==> src/common/mct_pkg.sv <==
/*
 * shared constants and types for one channel of the multichannel
 * capture/compare timer: register offsets, field positions, reset values.
 * assumes an 8-bit register port with byte offsets.
 */
package mct_pkg;

    // ************************************************************
    // register offsets
    // ************************************************************
    localparam logic [7:0] START_OFS = 8'h60; // shared run bits
    localparam logic [7:0] SYNC_OFS = 8'h61; // shared sync bits
    localparam logic [7:0] MODE_OFS = 8'h62; // phase flag, pair field
    localparam logic [7:0] CTRL_OFS = 8'h64; // clock, edge, clear source
    localparam logic [7:0] IO_OFS = 8'h65; // register a/b function
    localparam logic [7:0] IE_OFS = 8'h66; // interrupt enables
    localparam logic [7:0] STAT_OFS = 8'h67; // event flags
    localparam logic [7:0] CNTH_OFS = 8'h68; // counter high byte
    localparam logic [7:0] CNTL_OFS = 8'h69; // counter low byte
    localparam logic [7:0] GRAH_OFS = 8'h6A; // register a high byte
    localparam logic [7:0] GRAL_OFS = 8'h6B; // register a low byte
    localparam logic [7:0] GRBH_OFS = 8'h6C; // register b high byte
    localparam logic [7:0] GRBL_OFS = 8'h6D; // register b low byte

    // ************************************************************
    // reset values and implemented-bit masks
    // ************************************************************
    localparam logic [7:0] START_RST = 8'h00;
    localparam logic [7:0] SYNC_RST = 8'h00;
    localparam logic [7:0] MODE_RST = 8'h8F;
    localparam logic [7:0] CTRL_RST = 8'h80;
    localparam logic [7:0] IO_RST = 8'h88;
    localparam logic [7:0] IE_RST = 8'hF8;
    localparam logic [7:0] STAT_RST = 8'hF8;
    localparam logic [15:0] CNT_RST = 16'h0000;
    localparam logic [15:0] GR_RST = 16'hFFFF;
    localparam logic [15:0] CNT_MAX = 16'hFFFF;
    localparam logic [7:0] START_USED = 8'h1F;
    localparam logic [7:0] MODE_USED = 8'h70;
    localparam logic [7:0] CTRL_USED = 8'h7F;
    localparam logic [7:0] IO_USED = 8'h77;
    localparam logic [7:0] IE_USED = 8'h07;
    localparam logic [7:0] RD_UNMAPPED = 8'h00;

    // ************************************************************
    // field positions
    // ************************************************************
    localparam int SRC_LSB = 0; // clock source, 3 bits
    localparam int EDGE_LSB = 3; // external edge, 2 bits
    localparam int CLR_LSB = 5; // clear source, 2 bits
    localparam int IOA_LSB = 0; // register a function, 3 bits
    localparam int IOB_LSB = 4; // register b function, 3 bits
    localparam int PAIR_LSB = 4; // channel 3/4 combination, 2 bits
    localparam int PHASE_BIT = 6; // channel 2 phase counting
    localparam int FLAG_A = 0; // register a event / enable
    localparam int FLAG_B = 1; // register b event / enable
    localparam int FLAG_OV = 2; // overflow / enable

    // ************************************************************
    // types
    // ************************************************************
    typedef enum logic [1:0] {CLR_NONE, CLR_BY_A, CLR_BY_B, CLR_SYNC} mct_clear_type;

    typedef struct packed {
        logic [7:0] addr; // byte offset
        logic [7:0] wdata; // write data
        logic wr; // write strobe
        logic rd; // read strobe
    } mct_bus_req_type;

    // replace one byte of a 16-bit register
    function automatic logic [15:0] mct_put_byte(logic [15:0] old, logic hi, logic [7:0] b);
        mct_put_byte = hi ? {b, old[7:0]} : {old[15:8], b};
    endfunction

    // edge choice: 00 rising, 01 falling, 1x both
    function automatic logic mct_edge_hit(logic [1:0] sel, logic rise, logic fall);
        mct_edge_hit = sel[1] ? (rise | fall) : (sel[0] ? fall : rise);
    endfunction

    // compare pin action: 00 hold, 01 low, 10 high, 11 toggle
    function automatic logic mct_cmp_pin(logic [1:0] code, logic cur);
        mct_cmp_pin = code[1] ? (code[0] ? ~cur : 1'b1) : (code[0] ? 1'b0 : cur);
    endfunction

endpackage

==> src/verilog/mct_channel.sv <==
/*
 * one channel of the multichannel capture/compare timer, together with
 * the shared run, sync and mode registers.
 * assumes: pins are asynchronous and are synchronised here; the sync
 * clear input comes from the other channels on the same clock.
 */
`timescale 1ns/1ps
`default_nettype none

module mct_channel
    import mct_pkg::*;
#(
    parameter int CH_IDX = 0, // this channel's bit in shared registers
    parameter int NUM_CH = 5 // channels sharing run and sync bits
) (
    input wire logic clk, // 250 MHz system clock
    input wire logic rst_n, // async reset, active low
    input wire mct_bus_req_type bus_req, // register request
    output logic [7:0] rdata, // read data, cycle after read
    input wire logic [3:0] ext_clock_pin, // external clock pins a..d
    input wire logic capture_pin_a, // register a capture input
    input wire logic capture_pin_b, // register b capture input
    input wire logic sync_clear_in, // clear from another synced channel
    output logic sync_clear_out, // this channel clears, pulse
    output logic compare_out_a, // register a compare pin
    output logic compare_out_b, // register b compare pin
    output logic reg_a_irq, // register a request, level
    output logic reg_b_irq, // register b request, level
    output logic overflow_irq, // overflow request, level
    output logic phase_count_mode, // channel 2 phase counting
    output logic [1:0] pair_mode // channel 3/4 combination
);

    // ************************************************************
    // state
    // ************************************************************
    logic [7:0] start_q; // shared run bits
    logic [7:0] sync_q; // shared sync bits
    logic [7:0] mode_q; // mode register
    logic [7:0] ctrl_q; // clock/clear control
    logic [7:0] io_q; // register functions
    logic [7:0] ie_q; // interrupt enables
    logic [2:0] flag_q; // event flags
    logic [2:0] armed_q; // flags seen as one by a read
    logic [15:0] cnt_q; // channel counter
    logic [15:0] gra_q; // general register a
    logic [15:0] grb_q; // general register b
    logic [2:0] presc_q; // internal divider
    logic out_a_q; // compare pin a
    logic out_b_q; // compare pin b
    logic [7:0] rdata_q; // read data
    // pin synchroniser stages
    logic [3:0] ext_s1_q, ext_s2_q, ext_s3_q; // clock pin sync + delay
    logic [1:0] cap_s1_q, cap_s2_q, cap_s3_q; // capture pin sync + delay

    // ************************************************************
    // register decode
    // ************************************************************
    // fields of the bus request
    wire logic wr = bus_req.wr;
    wire logic rd = bus_req.rd;
    wire logic [7:0] addr = bus_req.addr;
    wire logic [7:0] wdata = bus_req.wdata;
    // 16-bit registers, two offsets
    wire logic wr_cnt = wr && (addr == CNTH_OFS || addr == CNTL_OFS);
    wire logic wr_gra = wr && (addr == GRAH_OFS || addr == GRAL_OFS);
    wire logic wr_grb = wr && (addr == GRBH_OFS || addr == GRBL_OFS);
    wire logic wr_stat = wr && addr == STAT_OFS;
    wire logic hi_byte = ~addr[0]; // even offset is high byte

    // ************************************************************
    // field decode
    // ************************************************************
    // this channel's shared bits
    wire logic run = start_q[CH_IDX];
    wire logic sync_on = sync_q[CH_IDX];
    // clock source field
    wire logic [2:0] src = ctrl_q[SRC_LSB +: 3];
    // edge and clear selects
    wire logic [1:0] edge_sel = ctrl_q[EDGE_LSB +: 2];
    wire mct_clear_type clr_src = mct_clear_type'(ctrl_q[CLR_LSB +: 2]);
    // register a and b functions
    wire logic [2:0] ioa = io_q[IOA_LSB +: 3];
    wire logic [2:0] iob = io_q[IOB_LSB +: 3];

    // ************************************************************
    // clock selection
    // ************************************************************
    // divide mask: 000, 001, 011, 111 for /1 /2 /4 /8
    wire logic [2:0] div_mask = 3'((4'h1 << src[1:0]) - 4'h1);
    wire logic int_tick = (presc_q & div_mask) == div_mask;
    // pin edges from stages 2, 3
    wire logic [3:0] ext_rise = ext_s2_q & ~ext_s3_q;
    wire logic [3:0] ext_fall = ~ext_s2_q & ext_s3_q;
    // low source bits pick the pin
    wire logic ext_tick = mct_edge_hit(edge_sel, ext_rise[src[1:0]], ext_fall[src[1:0]]);
    // stopped: no tick at all
    wire logic cnt_tick = run && (src[2] ? ext_tick : int_tick);

    // ************************************************************
    // match and capture events
    // ************************************************************
    // capture pin edges
    wire logic [1:0] cap_rise = cap_s2_q & ~cap_s3_q;
    wire logic [1:0] cap_fall = ~cap_s2_q & cap_s3_q;
    // code 111 falls into the both-edges arm
    wire logic cap_a = ioa[2] && mct_edge_hit(ioa[1:0], cap_rise[0], cap_fall[0]);
    wire logic cap_b = iob[2] && mct_edge_hit(iob[1:0], cap_rise[1], cap_fall[1]);
    // compare only on a counting edge
    wire logic match_a = !ioa[2] && cnt_tick && cnt_q == gra_q;
    wire logic match_b = !iob[2] && cnt_tick && cnt_q == grb_q;
    // either event raises the flag
    wire logic event_a = match_a || cap_a;
    wire logic event_b = match_b || cap_b;
    // own and shared clear sources
    wire logic own_clear = (clr_src == CLR_BY_A && event_a) || (clr_src == CLR_BY_B && event_b);
    wire logic sync_clear = clr_src == CLR_SYNC && sync_on && sync_clear_in;
    wire logic hw_clear = own_clear || sync_clear;
    // wrap only if no clear wins
    wire logic ovf_evt = cnt_tick && cnt_q == CNT_MAX && !hw_clear;

    // ************************************************************
    // next values
    // ************************************************************
    // write beats clear beats count
    wire logic [15:0] cnt_d = wr_cnt ? mct_put_byte(cnt_q, hi_byte, wdata) :
                              hw_clear ? CNT_RST :
                              cnt_tick ? cnt_q + 16'h0001 : cnt_q;
    // a capture edge wins over a software write in the same cycle
    wire logic [15:0] gra_d = cap_a ? cnt_q : wr_gra ? mct_put_byte(gra_q, hi_byte, wdata) : gra_q;
    wire logic [15:0] grb_d = cap_b ? cnt_q : wr_grb ? mct_put_byte(grb_q, hi_byte, wdata) : grb_q;
    // clear only bits written 0 after being read as 1; set wins
    wire logic [2:0] flag_clr = wr_stat ? (~wdata[2:0] & armed_q) : 3'h0;
    wire logic [2:0] flag_set = {ovf_evt, event_b, event_a};
    wire logic [2:0] flag_d = (flag_q & ~flag_clr) | flag_set;
    // a status read arms the ones seen
    wire logic [2:0] armed_d = (rd && addr == STAT_OFS) ? flag_q : (wr_stat ? 3'h0 : armed_q);
    // pins change only on a match
    wire logic out_a_d = match_a ? mct_cmp_pin(ioa[1:0], out_a_q) : out_a_q;
    wire logic out_b_d = match_b ? mct_cmp_pin(iob[1:0], out_b_q) : out_b_q;

    // ************************************************************
    // read mux; unused bits read as one
    // ************************************************************
    // registered below, stands one cycle
    logic [7:0] rd_mux;
    always_comb begin
        unique case (addr)
            START_OFS: rd_mux = start_q | ~START_USED;
            SYNC_OFS: rd_mux = sync_q | ~START_USED;
            MODE_OFS: rd_mux = mode_q | ~MODE_USED;
            CTRL_OFS: rd_mux = ctrl_q | ~CTRL_USED;
            IO_OFS: rd_mux = io_q | ~IO_USED;
            IE_OFS: rd_mux = ie_q | ~IE_USED;
            STAT_OFS: rd_mux = {5'h1F, flag_q};
            CNTH_OFS: rd_mux = cnt_q[15:8];
            CNTL_OFS: rd_mux = cnt_q[7:0];
            GRAH_OFS: rd_mux = gra_q[15:8];
            GRAL_OFS: rd_mux = gra_q[7:0];
            GRBH_OFS: rd_mux = grb_q[15:8];
            GRBL_OFS: rd_mux = grb_q[7:0];
            // unmapped offsets read zero
            default: rd_mux = RD_UNMAPPED;
        endcase
    end

    // ************************************************************
    // pin synchronisers
    // ************************************************************
    // stage 1 feeds stage 2 only; edges come from stages 2 and 3
    always_ff @(posedge clk or negedge rst_n) begin
        if (!rst_n) begin
            // idle level of the pins
            ext_s1_q <= 4'h0;
            ext_s2_q <= 4'h0;
            ext_s3_q <= 4'h0;
            cap_s1_q <= 2'h0;
            cap_s2_q <= 2'h0;
            cap_s3_q <= 2'h0;
        end else begin
            // stage 1 read by stage 2 only
            ext_s1_q <= ext_clock_pin;
            ext_s2_q <= ext_s1_q;
            ext_s3_q <= ext_s2_q;
            cap_s1_q <= {capture_pin_b, capture_pin_a};
            cap_s2_q <= cap_s1_q;
            cap_s3_q <= cap_s2_q;
        end
    end

    // ************************************************************
    // control registers
    // ************************************************************
    // run and sync bits shared by channels
    // writes keep implemented bits only; unused bits ignore writes
    always_ff @(posedge clk or negedge rst_n) begin
        if (!rst_n) begin
            start_q <= START_RST;
            sync_q <= SYNC_RST;
            mode_q <= MODE_RST & MODE_USED;
            ctrl_q <= CTRL_RST & CTRL_USED;
            io_q <= IO_RST & IO_USED;
            ie_q <= IE_RST & IE_USED;
        end else if (wr) begin
            if (addr == START_OFS) start_q <= wdata & START_USED;
            if (addr == SYNC_OFS) sync_q <= wdata & START_USED;
            if (addr == MODE_OFS) mode_q <= wdata & MODE_USED;
            if (addr == CTRL_OFS) ctrl_q <= wdata & CTRL_USED;
            if (addr == IO_OFS) io_q <= wdata & IO_USED;
            if (addr == IE_OFS) ie_q <= wdata & IE_USED;
        end
    end

    // ************************************************************
    // counter, general registers, flags, pins
    // ************************************************************
    // all datapath state, one process
    always_ff @(posedge clk or negedge rst_n) begin
        if (!rst_n) begin
            presc_q <= 3'h0;
            cnt_q <= CNT_RST;
            gra_q <= GR_RST;
            grb_q <= GR_RST;
            flag_q <= STAT_RST[2:0];
            armed_q <= 3'h0;
            out_a_q <= 1'b0;
            out_b_q <= 1'b0;
            rdata_q <= 8'h00;
        end else begin
            // divider runs even while stopped
            presc_q <= presc_q + 3'h1;
            cnt_q <= cnt_d;
            gra_q <= gra_d;
            grb_q <= grb_d;
            flag_q <= flag_d;
            armed_q <= armed_d;
            out_a_q <= out_a_d;
            out_b_q <= out_b_d;
            // zero outside a read answer
            rdata_q <= rd ? rd_mux : 8'h00;
        end
    end

    // ************************************************************
    // outputs
    // ************************************************************
    // data and compare outputs straight from flops; sync clear out is logic
    assign rdata = rdata_q;
    assign compare_out_a = out_a_q;
    assign compare_out_b = out_b_q;
    assign sync_clear_out = sync_on && own_clear;
    // requests: flag and enable, level
    assign reg_a_irq = flag_q[FLAG_A] && ie_q[FLAG_A];
    assign reg_b_irq = flag_q[FLAG_B] && ie_q[FLAG_B];
    assign overflow_irq = flag_q[FLAG_OV] && ie_q[FLAG_OV];
    // modes reported only, not built
    assign phase_count_mode = mode_q[PHASE_BIT];
    assign pair_mode = mode_q[PAIR_LSB +: 2];
endmodule

`default_nettype wire
==> config.mk <==
export PLATFORM = sky130hd
export DESIGN_NAME = mct_channel
export DESIGN_NICKNAME = d
export VERILOG_FILES = /design/src/common/mct_pkg.sv /design/src/verilog/mct_channel.sv
export SDC_FILE = /design/constraint.sdc
export NUM_CORES = 1
export LEC_CHECK = 0
export ABC_AREA = 1
export BUFFER_PORTS_ARGS = -buffer_cell sky130_fd_sc_hd__buf_2
export CAP_MARGIN = 20
export CORE_ASPECT_RATIO = 0.8
export CORE_MARGIN = 3
export CORE_UTILIZATION = 55
export CTS_CLUSTER_SIZE = 20
export DETAILED_ROUTE_END_ITERATION = 8
export GPL_TIMING_DRIVEN = 0
export HOLD_SLACK_MARGIN = 0.02
export PLACE_DENSITY = 0.82
export SYNTH_ARGS = -nofsm -noshare
export SYNTH_HDL_FRONTEND = slang
export SYNTH_SLANG_ARGS = --single-unit
==> constraint.sdc <==
create_clock -name clk -period 2 [get_ports clk]
set_clock_uncertainty 0.1 [all_clocks]
set_input_delay 0.1 -clock clk [delete_from_list [all_inputs] [get_ports clk]]
set_output_delay 0.1 -clock clk [all_outputs]
set_load 0.01 [all_outputs]
==> results of run 1 <==
cells by family after synthesis:
family                     Yosys count  synth area share
xor gates and xnor gates             8            0.0108
AOI/OAI and AO/OA                  190             0.175
adders and majority gates            6            0.0116
buffers and inverters              142            0.0860
and+or+nand+nor                    402             0.270
DFF                                114             0.447
synthesized netlist by cell type (all sizes together) (7+ instances only):
cell    instances  area share
dfstp          32        0.13
a21oi          14       0.011
nor3           11       0.010
nand2         258        0.15
inv           116       0.067
clkbuf         12      0.0070
o22ai          19       0.018
nor2           58       0.044
nand4          14       0.014
o221ai          7      0.0095
dfrtp          82        0.32
o211ai         17       0.020
nand3          51       0.040
o21ai         106       0.083
buf            14       0.012
flip-flops by register name, indices dropped and copies added, names as in the netlist, 2 cells and up:
register  flops
cap_s2_q      2
sync_q        5
presc_q       3
io_q          6
ext_s1_q      4
ext_s2_q      4
ext_s3_q      4
cap_s1_q      2
gra_q        16
ctrl_q        7
rdata         8
grb_q        16
flag_q        3
armed_q       3
cnt_q        16
mode_q        3
cap_s3_q      2
ie_q          3
start_q       5
power groups by stage:
stage / logic (uW) / registers [uW] / clock network, uW
after floorplan: 675 / 2850 / 0
after global routing: 1430 / 2930 / 3310
after global placement: 966 / 2920 / 0
after CTS: 1150 / 2890 / 3210
after detailed placement: 989 / 2920 / 0
final: 1300 / 2900 / 3200
tightest hold or removal path, delay by kind of cell:
kind,cells,cell delay (ns)
buffers and inverters,1,0.17
AOI/OAI and AO/OA,1,0.12
and+or+nand+nor,2,0.19
how the worst max path moves through the flow:
stage                      to  cells past startpoint  slack [ns]         from
2_1_floorplan       cnt_q[15]                     12       -0.02  cap_s2_q[0]
4_1_cts        sync_clear_out                     11       -0.30     gra_q[5]
3_5_place_dp        cnt_q[10]                     13       -0.84  cap_s2_q[0]
3_3_place_gp        cnt_q[15]                     12       -0.77  cap_s2_q[0]
6_report       sync_clear_out                      9       -0.29    cnt_q[11]
5_1_grt             cnt_q[11]                     15       -0.39    ctrl_q[0]
layout make-up:
type | count | area [um2] | area share
Timing Repair Buffer | 85 | 602 | 0.0740
Clock buffer | 17 | 425 | 0.0523
Buffer | 25 | 160 | 0.0197
Sequential cell | 114 | 2900 | 0.357
Clock inverter | 15 | 188 | 0.0231
Tap cell | 144 | 180 | 0.0222
Inverter | 116 | 450 | 0.0554
Multi-Input combinational cell | 606 | 3220 | 0.396
layout by cell type (no fill, tap or decap), types with 5 or more instances in the layout:
cell type | Yosys | layout
sky130_fd_sc_hd__a21oi_1 | 14 | 12
sky130_fd_sc_hd__inv_2 | 22 | 26
sky130_fd_sc_hd__nand2_1 | 256 | 251
sky130_fd_sc_hd__nor2_1 | 51 | 42
sky130_fd_sc_hd__nor2_2 | 2 | 7
sky130_fd_sc_hd__dfrtp_2 | 0 | 7
sky130_fd_sc_hd__dfstp_2 | 32 | 32
sky130_fd_sc_hd__nor2_4 | 2 | 6
sky130_fd_sc_hd__nand3_1 | 50 | 45
sky130_fd_sc_hd__inv_1 | 94 | 85
sky130_fd_sc_hd__o22ai_1 | 19 | 18
sky130_fd_sc_hd__clkbuf_16 | 0 | 17
sky130_fd_sc_hd__inv_8 | 0 | 6
sky130_fd_sc_hd__dlygate4sd3_1 | 0 | 16
sky130_fd_sc_hd__a31oi_1 | 5 | 5
sky130_fd_sc_hd__o21ai_1 | 14 | 14
sky130_fd_sc_hd__o211ai_1 | 17 | 17
sky130_fd_sc_hd__o21ai_0 | 90 | 87
sky130_fd_sc_hd__buf_2 | 13 | 45
sky130_fd_sc_hd__buf_4 | 0 | 33
sky130_fd_sc_hd__dfrtp_1 | 82 | 75
sky130_fd_sc_hd__xnor2_1 | 5 | 5
sky130_fd_sc_hd__o221ai_1 | 7 | 7
sky130_fd_sc_hd__clkbuf_1 | 12 | 7
sky130_fd_sc_hd__nand2_2 | 1 | 5
sky130_fd_sc_hd__buf_6 | 1 | 5
sky130_fd_sc_hd__nor3_1 | 9 | 9
sky130_fd_sc_hd__inv_6 | 0 | 5
sky130_fd_sc_hd__nand4_1 | 14 | 14
routing by layer:
layer / global-route usage / up-vias / share of wire
met2: 0.479 / 468 / 0.41
met5: 0 / - / 0
met1: 0.486 / 3185 / 0.43
met3: 0.128 / 66 / 0.13
li1: - / 3077 / -
met4: 0.124 / 0 / 0.032
through the flow:
step | cells | setup TNS (ns)
after floorplan | 862 | -0.386
after global placement | 1047 | -67.44
after detailed placement | 1048 | -20.31
after CTS | 1118 | -4.64
after global routing | 1122 | -6.80
final | 1122 | -4.34
what timing repair did:
item / in CTS / in global routing
gates cloned: 0 / 0
hold buffers: 16 / 0
pin swaps: 13 / 13
setup buffers: 22 / 7
hold endpoints to repair: 74 / 0
endpoints found under the setup margin: 43 / 42
resized for setup: 38 / 61
==> impl_metrics.sql, run 1 <==
INSERT INTO impl_metrics (metric_group, metric, value, unit) VALUES
('global_routing', 'pin_count_of_the_biggest_net_entering_global_routing', '60', ''),
('setup_path', 'critPathTopFamily', 'simple AND/OR/NAND/NOR gates', ''),
('setup_path', 'worst-setup-path-type', 'reg -> out', ''),
('clocking', 'cell_chosen_for_the_clock_root', 'sky130_fd_sc_hd__clkbuf_16', ''),
('floorplan', 'fp.dieH', '103', 'um'),
('setup_path', 'r2r_setup_slack', '-0.27', 'ns'),
('setup_path', 'timing.reg2reg.worst_path_depth', '14', ''),
('sta', 'final.setup.worst_slack', '-0.292', 'ns'),
('sta', 'tightestPinTransition', '0.734', 'ns'),
('logic_synthesis', 'seq_area_frac_synth', '0.447', ''),
('floorplan', 'fp-row-count', '34', ''),
('global_routing', 'wire_length_of_the_first_global_routing_pass', '33.8', 'mm'),
('setup_path', 'max_stage_delay', '0.45', 'ns'),
('placement', 'gp_congestion', '1.03', ''),
('logic_synthesis', 'seq_cells_post_synth', '114', ''),
('run_status', 'violations', 'setup timing', ''),
('clocking', 'cts.sinks', '114', ''),
('power', 'total_power', '7410', 'uW'),
('sta', 'final_min_period_over_clock_period', '1.15', ''),
('sta', 'finalSetupViolations', '18', ''),
('sta', 'post-route-min-period', '2.29', 'ns'),
('routing', 'drt_antenna_net_count', '0', ''),
('setup_path', 'worst_r2r_endpoint', 'cnt_q[6]', ''),
('logic_synthesis', 'mappedNetlistNets', '895', ''),
('routing', 'via_per_inst', '6.06', ''),
('power', 'sw_frac_of_total', '0.313', ''),
('clocking', 'tritoncts', 'yes', ''),
('global_routing', 'grt_usage', '0.342', ''),
('floorplan', 'design.core.area', '0.0112', 'mm2'),
('routing', 'firstDrtPassIters', '7', ''),
('final_layout', 'postLayoutCellArea', '0.00813', 'mm2'),
('routing', 'via_count', '6796', ''),
('logic_synthesis', 'syn_avg_cell_area', '7.51', 'um2'),
('sta', 'slew_headroom', '0.511', ''),
('hold_path', 'hold_path_cell_cnt', '4', ''),
('setup_path', 'critical_path.endpoint_type', 'output pin', ''),
('setup_path', 'path_cells', 'inv_2 -> nand2_1 -> nand4_1 -> nor2_2 -> nand3_4 -> o21ai_4 -> nand2_2 -> a21oi_2 -> buf_2', ''),
('sta', 'unrepaired_setup_endpoints_after_global_routing', 'true', ''),
('routing', 'remaining_drc_errors', '0', ''),
('sta', 'finalMaxSlewViolations', '0', ''),
('placement', 'dpl_worst_slack', '-0.838', 'ns'),
('power', 'comb_power_share', '0.176', ''),
('final_layout', 'net_count_reported_at_finish', '998', ''),
('final_layout', 'diodes_inserted', '0', ''),
('floorplan', 'die_x', '127', 'um'),
('run_status', 'status', 'complete, but fails checks', ''),
('sta', 'fmax', '436', 'MHz'),
('setup_path', 'critical_path_buf_inv_count', '2', ''),
('logic_synthesis', 'synthesis.yosys.warnings', '0', ''),
('floorplan', 'initial_utilization', '0.579', ''),
('global_routing', 'grt_antenna_before_repair', '0', ''),
('routing', 'wl', '21.8', 'mm'),
('clocking', 'cts_buffers', '17', ''),
('floorplan', 'design.die.area', '0.0131', 'mm2'),
('final_layout', 'syn_to_final_growth', '25.6', '%'),
('setup_path', 'critPathMaxFanout', '7', ''),
('power', 'power_frac_seq', '0.391', ''),
('logic_synthesis', 'synth-async-reset-ratio', '1.00', ''),
('clocking', 'clkTransAtPathRegs', '0.06', 'ns'),
('setup_path', 'worstPathRequired', '1.80', 'ns'),
('run', 'max_cap_violations', '0', ''),
('hold_path', 'worst_hold_path.endpoint', 'grb_q[0]', ''),
('clocking', 'htree_num_levels', '4', ''),
('clocking', 'cts.path.max_buffers', '2', ''),
('placement', 'dpl_cell_area', '0.00691', 'mm2'),
('setup_path', 'critPathLaunchType', 'flop', ''),
('power', 'share_clk_of_total_power', '0.432', ''),
('final_layout', 'final_util', '0.727', ''),
('logic_synthesis', 'synth.cell_area', '0.00647', 'mm2'),
('power', 'vdd_ir_drop_max', '0.698', 'mV'),
('hold_path', 'min-delay-start', 'bus_req[11]', '');
Note: power is estimated with default switching activity, not from simulation.
==> inputs of run 2 (changes only) <==
--- a/config.mk
+++ b/config.mk
@@ -8,14 +8,15 @@
 export ABC_AREA = 1
 export BUFFER_PORTS_ARGS = -buffer_cell sky130_fd_sc_hd__buf_2
 export CAP_MARGIN = 20
-export CORE_ASPECT_RATIO = 0.8
-export CORE_MARGIN = 3
-export CORE_UTILIZATION = 55
+export CELL_PAD_IN_SITES_DETAIL_PLACEMENT = 0
+export CELL_PAD_IN_SITES_GLOBAL_PLACEMENT = 1
+export CORE_MARGIN = 2
+export CORE_UTILIZATION = 41
 export CTS_CLUSTER_SIZE = 20
 export DETAILED_ROUTE_END_ITERATION = 8
 export GPL_TIMING_DRIVEN = 0
 export HOLD_SLACK_MARGIN = 0.02
-export PLACE_DENSITY = 0.82
+export PLACE_DENSITY = 0.83
 export SYNTH_ARGS = -nofsm -noshare
 export SYNTH_HDL_FRONTEND = slang
 export SYNTH_SLANG_ARGS = --single-unit
==> run 2 against run 1 <==
- the run still ends with setup timing left
- largest cell class unchanged
- critical path depth increased by 1
- critical path type unchanged
- worst hold slack worse by 0.042 ns
- non-clock buffer count fell by 4
- maximum frequency shrank 0.24%
- utilization fell by 19 points
==> impl_metrics.sql, run 2 (synthesized netlist as in run 1, its figures left out) <==
INSERT INTO impl_metrics (metric_group, metric, value, unit) VALUES
('setup_path', 'timing.reg2reg.worst_path_depth', '14', ''),
('clocking', 'cts_buffers', '17', ''),
('hold_path', 'hp-class', 'in -> reg', ''),
('final_layout', 'most_common_library_cell_in_the_layout_ignoring_fill_and_taps', 'sky130_fd_sc_hd__nand2_1', ''),
('final_layout', 'largestRegisters', 'cnt_q: 16 flops, gra_q: 16 flops, grb_q: 16 flops', ''),
('sta', 'fin_hold_ws', '0.0444', 'ns'),
('sta', 'tightestPinTransition', '0.722', 'ns'),
('run_status', 'violations', 'setup timing', ''),
('floorplan', 'io_pins', '44', ''),
('sta', 'final-hold-violation-count', '0', ''),
('setup_path', 'dominant_cell_type_by_count_on_the_critical_path', 'sky130_fd_sc_hd__nand2_1', ''),
('sta', 'final_min_period_over_clock_period', '1.15', ''),
('routing', 'routedWlPerCell', '18.2', 'um'),
('setup_path', 'max_stage_delay', '0.53', 'ns'),
('final_layout', 'net_count_reported_at_finish', '994', ''),
('global_routing', 'pin_count_of_the_biggest_net_entering_global_routing', '59', ''),
('final_layout', 'postLayoutCellArea', '0.00816', 'mm2'),
('floorplan', 'die_x', '130', 'um'),
('sta', 'unrepaired_setup_endpoints_after_global_routing', 'true', ''),
('setup_path', 'cp-endpoint', 'sync_clear_out', ''),
('setup_path', 'worst_r2r_start', 'cap_s2_q[1]', ''),
('setup_path', 'worst_r2r_endpoint', 'cnt_q[11]', ''),
('clocking', 'tritoncts', 'yes', ''),
('placement', 'gp_congestion', '0.957', ''),
('clocking', 'cts.path.max_buffers', '2', ''),
('final_layout', 'syn_to_final_growth', '26.1', '%'),
('sta', 'finalMaxSlewViolations', '0', ''),
('global_routing', 'grt_antenna_before_repair', '0', ''),
('setup_path', 'worst-setup-path-type', 'reg -> out', ''),
('floorplan', 'design.core.area', '0.0153', 'mm2'),
('setup_path', 'worst_path_max_delay_cell', 'sky130_fd_sc_hd__dfstp_2', ''),
('run_status', 'status', 'complete, but fails checks', ''),
('clocking', 'clkTransAtPathRegs', '0.06', 'ns'),
('power', 'total_leakage_power', '0.00379', 'uW'),
('routing', 'via_count', '6416', ''),
('sta', 'fmax', '435', 'MHz'),
('floorplan', 'fp-row-count', '45', ''),
('clocking', 'cts.sinks', '114', ''),
('routing', 'firstDrtPassIters', '5', ''),
('setup_path', 'r2r_setup_slack', '-0.27', 'ns'),
('run', 'max_cap_violations', '0', ''),
('setup_path', 'critPathLaunchType', 'flop', ''),
('global_routing', 'wire_length_of_the_first_global_routing_pass', '33.3', 'mm'),
('sta', 'slew_headroom', '0.519', ''),
('routing', 'remaining_drc_errors', '0', ''),
('power', 'total_power', '7100', 'uW'),
('global_routing', 'first_global_vias', '5965', ''),
('power', 'p_per_area', '870', 'mW/mm2'),
('floorplan', 'fp.dieH', '130', 'um'),
('setup_path', 'worstPathRequired', '1.80', 'ns'),
('final_layout', 'diodes_inserted', '0', ''),
('final_layout', 'most-common-layout-cells', 'sky130_fd_sc_hd__nand2_1 (252), sky130_fd_sc_hd__inv_1 (89), sky130_fd_sc_hd__o21ai_0 (81), sky130_fd_sc_hd__dfrtp_1 (76), sky130_fd_sc_hd__nor2_1 (46)', ''),
('sta', 'final.setup.worst_slack', '-0.298', 'ns'),
('setup_path', 'path_cells', 'inv_2 -> nand2_1 -> nand2_1 -> nand3b_1 -> nor2_4 -> nand3_4 -> o21ai_4 -> nand2_2 -> a21oi_2 -> buf_2', ''),
('routing', 'drt_antenna_net_count', '0', ''),
('placement', 'port-buffer-count', '41', ''),
('clocking', 'cell_chosen_for_the_clock_root', 'sky130_fd_sc_hd__clkbuf_16', ''),
('routing', 'iteration_0_drc_count_of_the_detailed_router', '804', ''),
('setup_path', 'critical_path.endpoint_type', 'output pin', ''),
('final_layout', 'layout-drive-gt1-share', '0.229', ''),
('placement', 'dpl_cell_area', '0.00700', 'mm2'),
('sta', 'finalSetupViolations', '18', ''),
('setup_path', 'startpoint_of_the_worst_setup_timing_path', 'gra_q[1]', ''),
('floorplan', 'initial_utilization', '0.423', ''),
('final_layout', 'n_fill_cell', '1494', ''),
('placement', 'dpl.hpwl', '15.4', 'mm'),
('power', 'vdd_ir_drop_max', '0.706', 'mV'),
('global_routing', 'gr-total-overflow', '0', ''),
('global_routing', 'grt_usage', '0.267', ''),
('sta', 'post-route-min-period', '2.30', 'ns'),
('setup_path', 'arrival', '2.10', 'ns'),
('routing', 'wl', '21.6', 'mm'),
('clocking', 'htree_num_levels', '4', ''),
('floorplan', 'design.die.area', '0.0168', 'mm2'),
('clocking', 'clock_latency', '0.43', 'ns'),
('setup_path', 'critPathMaxFanout', '2', ''),
('routing', 'via_per_inst', '5.41', '');
run 2: critical path, delay by kind of cell, from the launching register on:
| family | cells | cell delay [ns] |
|---|---|---|
| and+or+nand+nor | 6 | 0.65 |
| DFF | 1 | 0.53 |
| AOI/OAI and AO/OA | 2 | 0.30 |
| buffers and inverters | 2 | 0.18 |
run 2: routing by layer:
layer,track usage,vias up,share of wire
met4,0.0797,0,0.020
met5,0,-,0
li1,-,3065,-
met2,0.407,249,0.45
met1,0.379,3064,0.45
met3,0.0603,38,0.074
run 2: worst min-delay path by stage:
| stage | end | from | cells past startpoint | slack [ns] |
|---|---|---|---|---|
| global placement | cap_s1_q[1] | capture_pin_b | 1 | 0.11 |
| floorplan | armed_q[0] | rst_n | 0 | -0.30 |
| finish | grb_q[2] | bus_req[11] | 4 | 0.04 |
| detailed placement | ext_s1_q[0] | rst_n | 1 | 0.01 |
| CTS | grb_q[2] | bus_req[11] | 4 | 0.02 |
| global route | grb_q[2] | bus_req[11] | 4 | 0.05 |
run 2: area by class of cell:
type                       instances  area, um2  area share
timing repair buffer              80        581      0.0711
sequential                       114       2900       0.355
buffer                            26        194      0.0238
tap                              211        264      0.0324
inverter                         116        448      0.0549
clock inverter                    15        160      0.0196
multi-input combinational        606       3190       0.391
clock buffer                      17        425      0.0521
run 2: what timing repair did:
item / in CTS / in global routing
endpoints found under the setup margin: 43 / 46
hold endpoints to repair: 101 / 0
setup buffers: 17 / 4
gates cloned: 0 / 1
resized for setup: 42 / 53
hold buffers: 16 / 0
pin swaps: 11 / 14
run 2: metrics by stage:
stage,cells,worst slack (ns),utilization,setup TNS (ns)
after detailed placement,1115,-0.846,0.457,-19.30
after global placement,1114,-0.812,0.455,-79.26
after CTS,1180,-0.318,0.522,-5.32
after floorplan,862,-0.0242,-,-0.386
after global routing,1185,-0.436,0.533,-6.71
final,1185,-0.298,0.533,-4.35
run 2: where the power goes:
group	leakage, uW	switching, uW	internal (uW)	total, uW
sequential	0.00139	214	2680	2900
clock	0.000284	1280	1770	3050
combinational	0.00211	714	439	1150
==> inputs of run 3 (changes only) <==
--- a/config.mk
+++ b/config.mk
@@ -6,7 +6,7 @@
 export NUM_CORES = 1
 export LEC_CHECK = 0
 export ABC_AREA = 1
-export BUFFER_PORTS_ARGS = -buffer_cell sky130_fd_sc_hd__buf_2
+export BUFFER_PORTS_ARGS = -buffer_cell sky130_fd_sc_hd__clkbuf_2
 export CAP_MARGIN = 20
 export CELL_PAD_IN_SITES_DETAIL_PLACEMENT = 0
 export CELL_PAD_IN_SITES_GLOBAL_PLACEMENT = 1
@@ -16,7 +16,7 @@
 export DETAILED_ROUTE_END_ITERATION = 8
 export GPL_TIMING_DRIVEN = 0
 export HOLD_SLACK_MARGIN = 0.02
-export PLACE_DENSITY = 0.83
+export PLACE_DENSITY = 0.87
 export SYNTH_ARGS = -nofsm -noshare
 export SYNTH_HDL_FRONTEND = slang
 export SYNTH_SLANG_ARGS = --single-unit
==> run 3 against run 2 <==
- the run still ends with setup timing left
- first-iteration DRC count fell by 22%
- maximum frequency shrank 0.87%
- design area is 0.41% lower
- largest power group unchanged
- combinational power is essentially flat
- via count hardly changed
==> impl_metrics.sql, run 3 (synthesized netlist as in run 1, its figures left out) <==
INSERT INTO impl_metrics (metric_group, metric, value, unit) VALUES
('sta', 'tightestPinTransition', '0.706', 'ns'),
('power', 'total_leakage_power', '0.00376', 'uW'),
('hold_path', 'hp-class', 'in -> reg', ''),
('clocking', 'cts.path.max_buffers', '2', ''),
('setup_path', 'dominant_cell_type_by_count_on_the_critical_path', 'sky130_fd_sc_hd__nand2_1', ''),
('run_status', 'violations', 'setup timing', ''),
('placement', 'port-buffer-count', '41', ''),
('final_layout', 'layout-drive-gt1-share', '0.231', ''),
('setup_path', 'critical_path.endpoint_type', 'output pin', ''),
('final_layout', 'diodes_inserted', '0', ''),
('routing', 'wl', '21.1', 'mm'),
('sta', 'slew_headroom', '0.529', ''),
('global_routing', 'pin_count_of_the_biggest_net_entering_global_routing', '71', ''),
('setup_path', 'worstPathRequired', '1.80', 'ns'),
('sta', 'finalSetupViolations', '18', ''),
('routing', 'via_count', '6411', ''),
('setup_path', 'arrival', '2.12', 'ns'),
('final_layout', 'net_count_reported_at_finish', '990', ''),
('setup_path', 'worst-setup-path-type', 'reg -> out', ''),
('global_routing', 'grt_antenna_before_repair', '0', ''),
('sta', 'final_min_period_over_clock_period', '1.16', ''),
('setup_path', 'critPathMaxFanout', '7', ''),
('run_status', 'status', 'complete, but fails checks', ''),
('clocking', 'cell_chosen_for_the_clock_root', 'sky130_fd_sc_hd__clkbuf_16', ''),
('setup_path', 'worst_path_max_delay_cell', 'sky130_fd_sc_hd__dfrtp_2', ''),
('clocking', 'htree_num_levels', '4', ''),
('final_layout', 'syn_to_final_growth', '25.5', '%'),
('placement', 'placed_cells_incl_taps', '1115', ''),
('global_routing', 'first_global_vias', '6060', ''),
('floorplan', 'fp.dieH', '130', 'um'),
('setup_path', 'path_cells', 'inv_2 -> nand2_1 -> nand2_1 -> nand3b_1 -> nor2_4 -> nand3_2 -> o21ai_2 -> nand2_2 -> a21oi_2 -> buf_2', ''),
('clocking', 'clock_latency', '0.43', 'ns'),
('sta', 'fin_hold_ws', '0.0562', 'ns'),
('routing', 'remaining_drc_errors', '0', ''),
('sta', 'final-hold-violation-count', '0', ''),
('routing', 'iteration_0_drc_count_of_the_detailed_router', '624', ''),
('floorplan', 'fp-row-count', '45', ''),
('clocking', 'tritoncts', 'yes', ''),
('floorplan', 'design.core.area', '0.0153', 'mm2'),
('setup_path', 'critical_path_buf_inv_count', '2', ''),
('final_layout', 'post_layout_nonfiller_instances', '1181', ''),
('routing', 'via_per_inst', '5.43', ''),
('final_layout', 'most_common_library_cell_in_the_layout_ignoring_fill_and_taps', 'sky130_fd_sc_hd__nand2_1', ''),
('routing', 'firstDrtPassIters', '5', ''),
('global_routing', 'wire_length_of_the_first_global_routing_pass', '32.8', 'mm'),
('power', 'vdd_ir_drop_max', '0.773', 'mV'),
('floorplan', 'io_pins', '44', ''),
('final_layout', 'largestRegisters', 'cnt_q: 16 flops, gra_q: 16 flops, grb_q: 16 flops', ''),
('sta', 'final.setup.worst_slack', '-0.318', 'ns'),
('placement', 'dpl_cell_area', '0.00700', 'mm2'),
('floorplan', 'initial_utilization', '0.423', ''),
('power', 'p_per_area', '877', 'mW/mm2'),
('final_layout', 'most-common-layout-cells', 'sky130_fd_sc_hd__nand2_1 (242), sky130_fd_sc_hd__inv_1 (90), sky130_fd_sc_hd__o21ai_0 (82), sky130_fd_sc_hd__dfrtp_1 (77), sky130_fd_sc_hd__nand3_1 (46)', ''),
('routing', 'drt_antenna_net_count', '0', ''),
('sta', 'unrepaired_setup_endpoints_after_global_routing', 'true', ''),
('global_routing', 'gr-total-overflow', '0', ''),
('setup_path', 'critPathTopFamily', 'simple AND/OR/NAND/NOR gates', ''),
('final_layout', 'postLayoutCellArea', '0.00813', 'mm2'),
('final_layout', 'n_fill_cell', '1490', ''),
('sta', 'finalMaxSlewViolations', '0', ''),
('floorplan', 'die_x', '130', 'um'),
('sta', 'fmax', '431', 'MHz'),
('floorplan', 'design.die.area', '0.0168', 'mm2'),
('run', 'max_cap_violations', '0', ''),
('clocking', 'cts_buffers', '17', ''),
('sta', 'tns', '-4.41', 'ns'),
('global_routing', 'grt_usage', '0.259', ''),
('sta', 'post-route-min-period', '2.32', 'ns'),
('placement', 'dpl.hpwl', '15.1', 'mm'),
('setup_path', 'critPathLaunchType', 'flop', ''),
('routing', 'routedWlPerCell', '17.9', 'um'),
('setup_path', 'max_stage_delay', '0.44', 'ns'),
('placement', 'gp_congestion', '0.928', ''),
('clocking', 'cts.sinks', '114', ''),
('clocking', 'clkTransAtPathRegs', '0.06', 'ns');
==> run 3: cell count changes in the layout (fill, tap and decap cells not counted), sizes merged <==
| cell | before | now |
|---|---|---|
| inv | 126 | 128 |
| clkinv | 2 | 0 |
| clkbuf | 28 | 69 |
| buf | 79 | 34 |
==> run 3: timing repair <==
| item | CTS | global route |
|---|---|---|
| setup buffers | 13 | 4 |
| hold buffers | 16 | 0 |
| endpoints found under the setup margin | 43 | 40 |
| cloned | 0 | 1 |
| endpoints found under the hold margin | 121 | 0 |
| resized for setup | 46 | 46 |
| pin swaps | 11 | 10 |
==> run 3: routing by layer <==
metal,GRT usage,up-vias,part of all wire
met4,0.101,0,0.023
met5,0,-,0
met2,0.400,275,0.45
met3,0.0541,49,0.073
li1,-,3054,-
met1,0.358,3033,0.45
==> run 3: path summary, 6_finish.rpt <==
| path | slack, ns | depth (start not counted) | from | end |
|---|---|---|---|---|
| max in group asynchronous | 1.01 | 3 | rst_n | gra_q[3] |
| min in group asynchronous | 0.07 | 2 | rst_n | ext_s1_q[1] |
| setup / recovery | -0.32 | 10 | cnt_q[3] | sync_clear_out |
| hold / removal | 0.06 | 4 | bus_req[11] | grb_q[0] |
| setup reg to reg | -0.27 | 14 | cnt_q[3] | cnt_q[9] |
| hold reg to reg | 0.25 | 0 | ext_s1_q[0] | ext_s2_q[0] |
==> run 3: report_power, final <==
group | total (uW) | internal (uW) | switching [uW] | leakage [uW]
Sequential | 2890 | 2680 | 205 | 0.00140
Clock | 3090 | 1780 | 1310 | 0.000286
Combinational | 1160 | 438 | 717 | 0.00208
==> run 3: cell type report <==
cell class / count / area [um2] / share of cell area
buffer: 26 / 190 / 0.0234
clock buffer: 17 / 425 / 0.0523
clock inverter: 15 / 163 / 0.0200
inverter: 116 / 450 / 0.0554
multi-input combinational: 606 / 3180 / 0.391
sequential: 114 / 2900 / 0.357
tap: 211 / 264 / 0.0325
timing repair buffer: 76 / 554 / 0.0682
==> run 3: worst reg2reg max path, delay by kind of cell (launching register included) <==
| kind | cells | cell delay [ns] |
|---|---|---|
| AO/OA/AOI/OAI | 1 | 0.18 |
| buffers and inverters | 2 | 0.28 |
| flip-flops | 1 | 0.44 |
| AND/OR/NAND/NOR | 11 | 1.23 |
==> run 3: per-stage QoR <==
step | total power [uW] | util | setup WS (ns)
final | 7130 | 0.531 | -0.318
after global routing | 7410 | 0.531 | -0.450
after CTS | 7100 | 0.521 | -0.318
after detailed placement | 3900 | 0.457 | -0.733
after global placement | 3880 | 0.455 | -0.992
after floorplan | 3530 | - | -0.0242
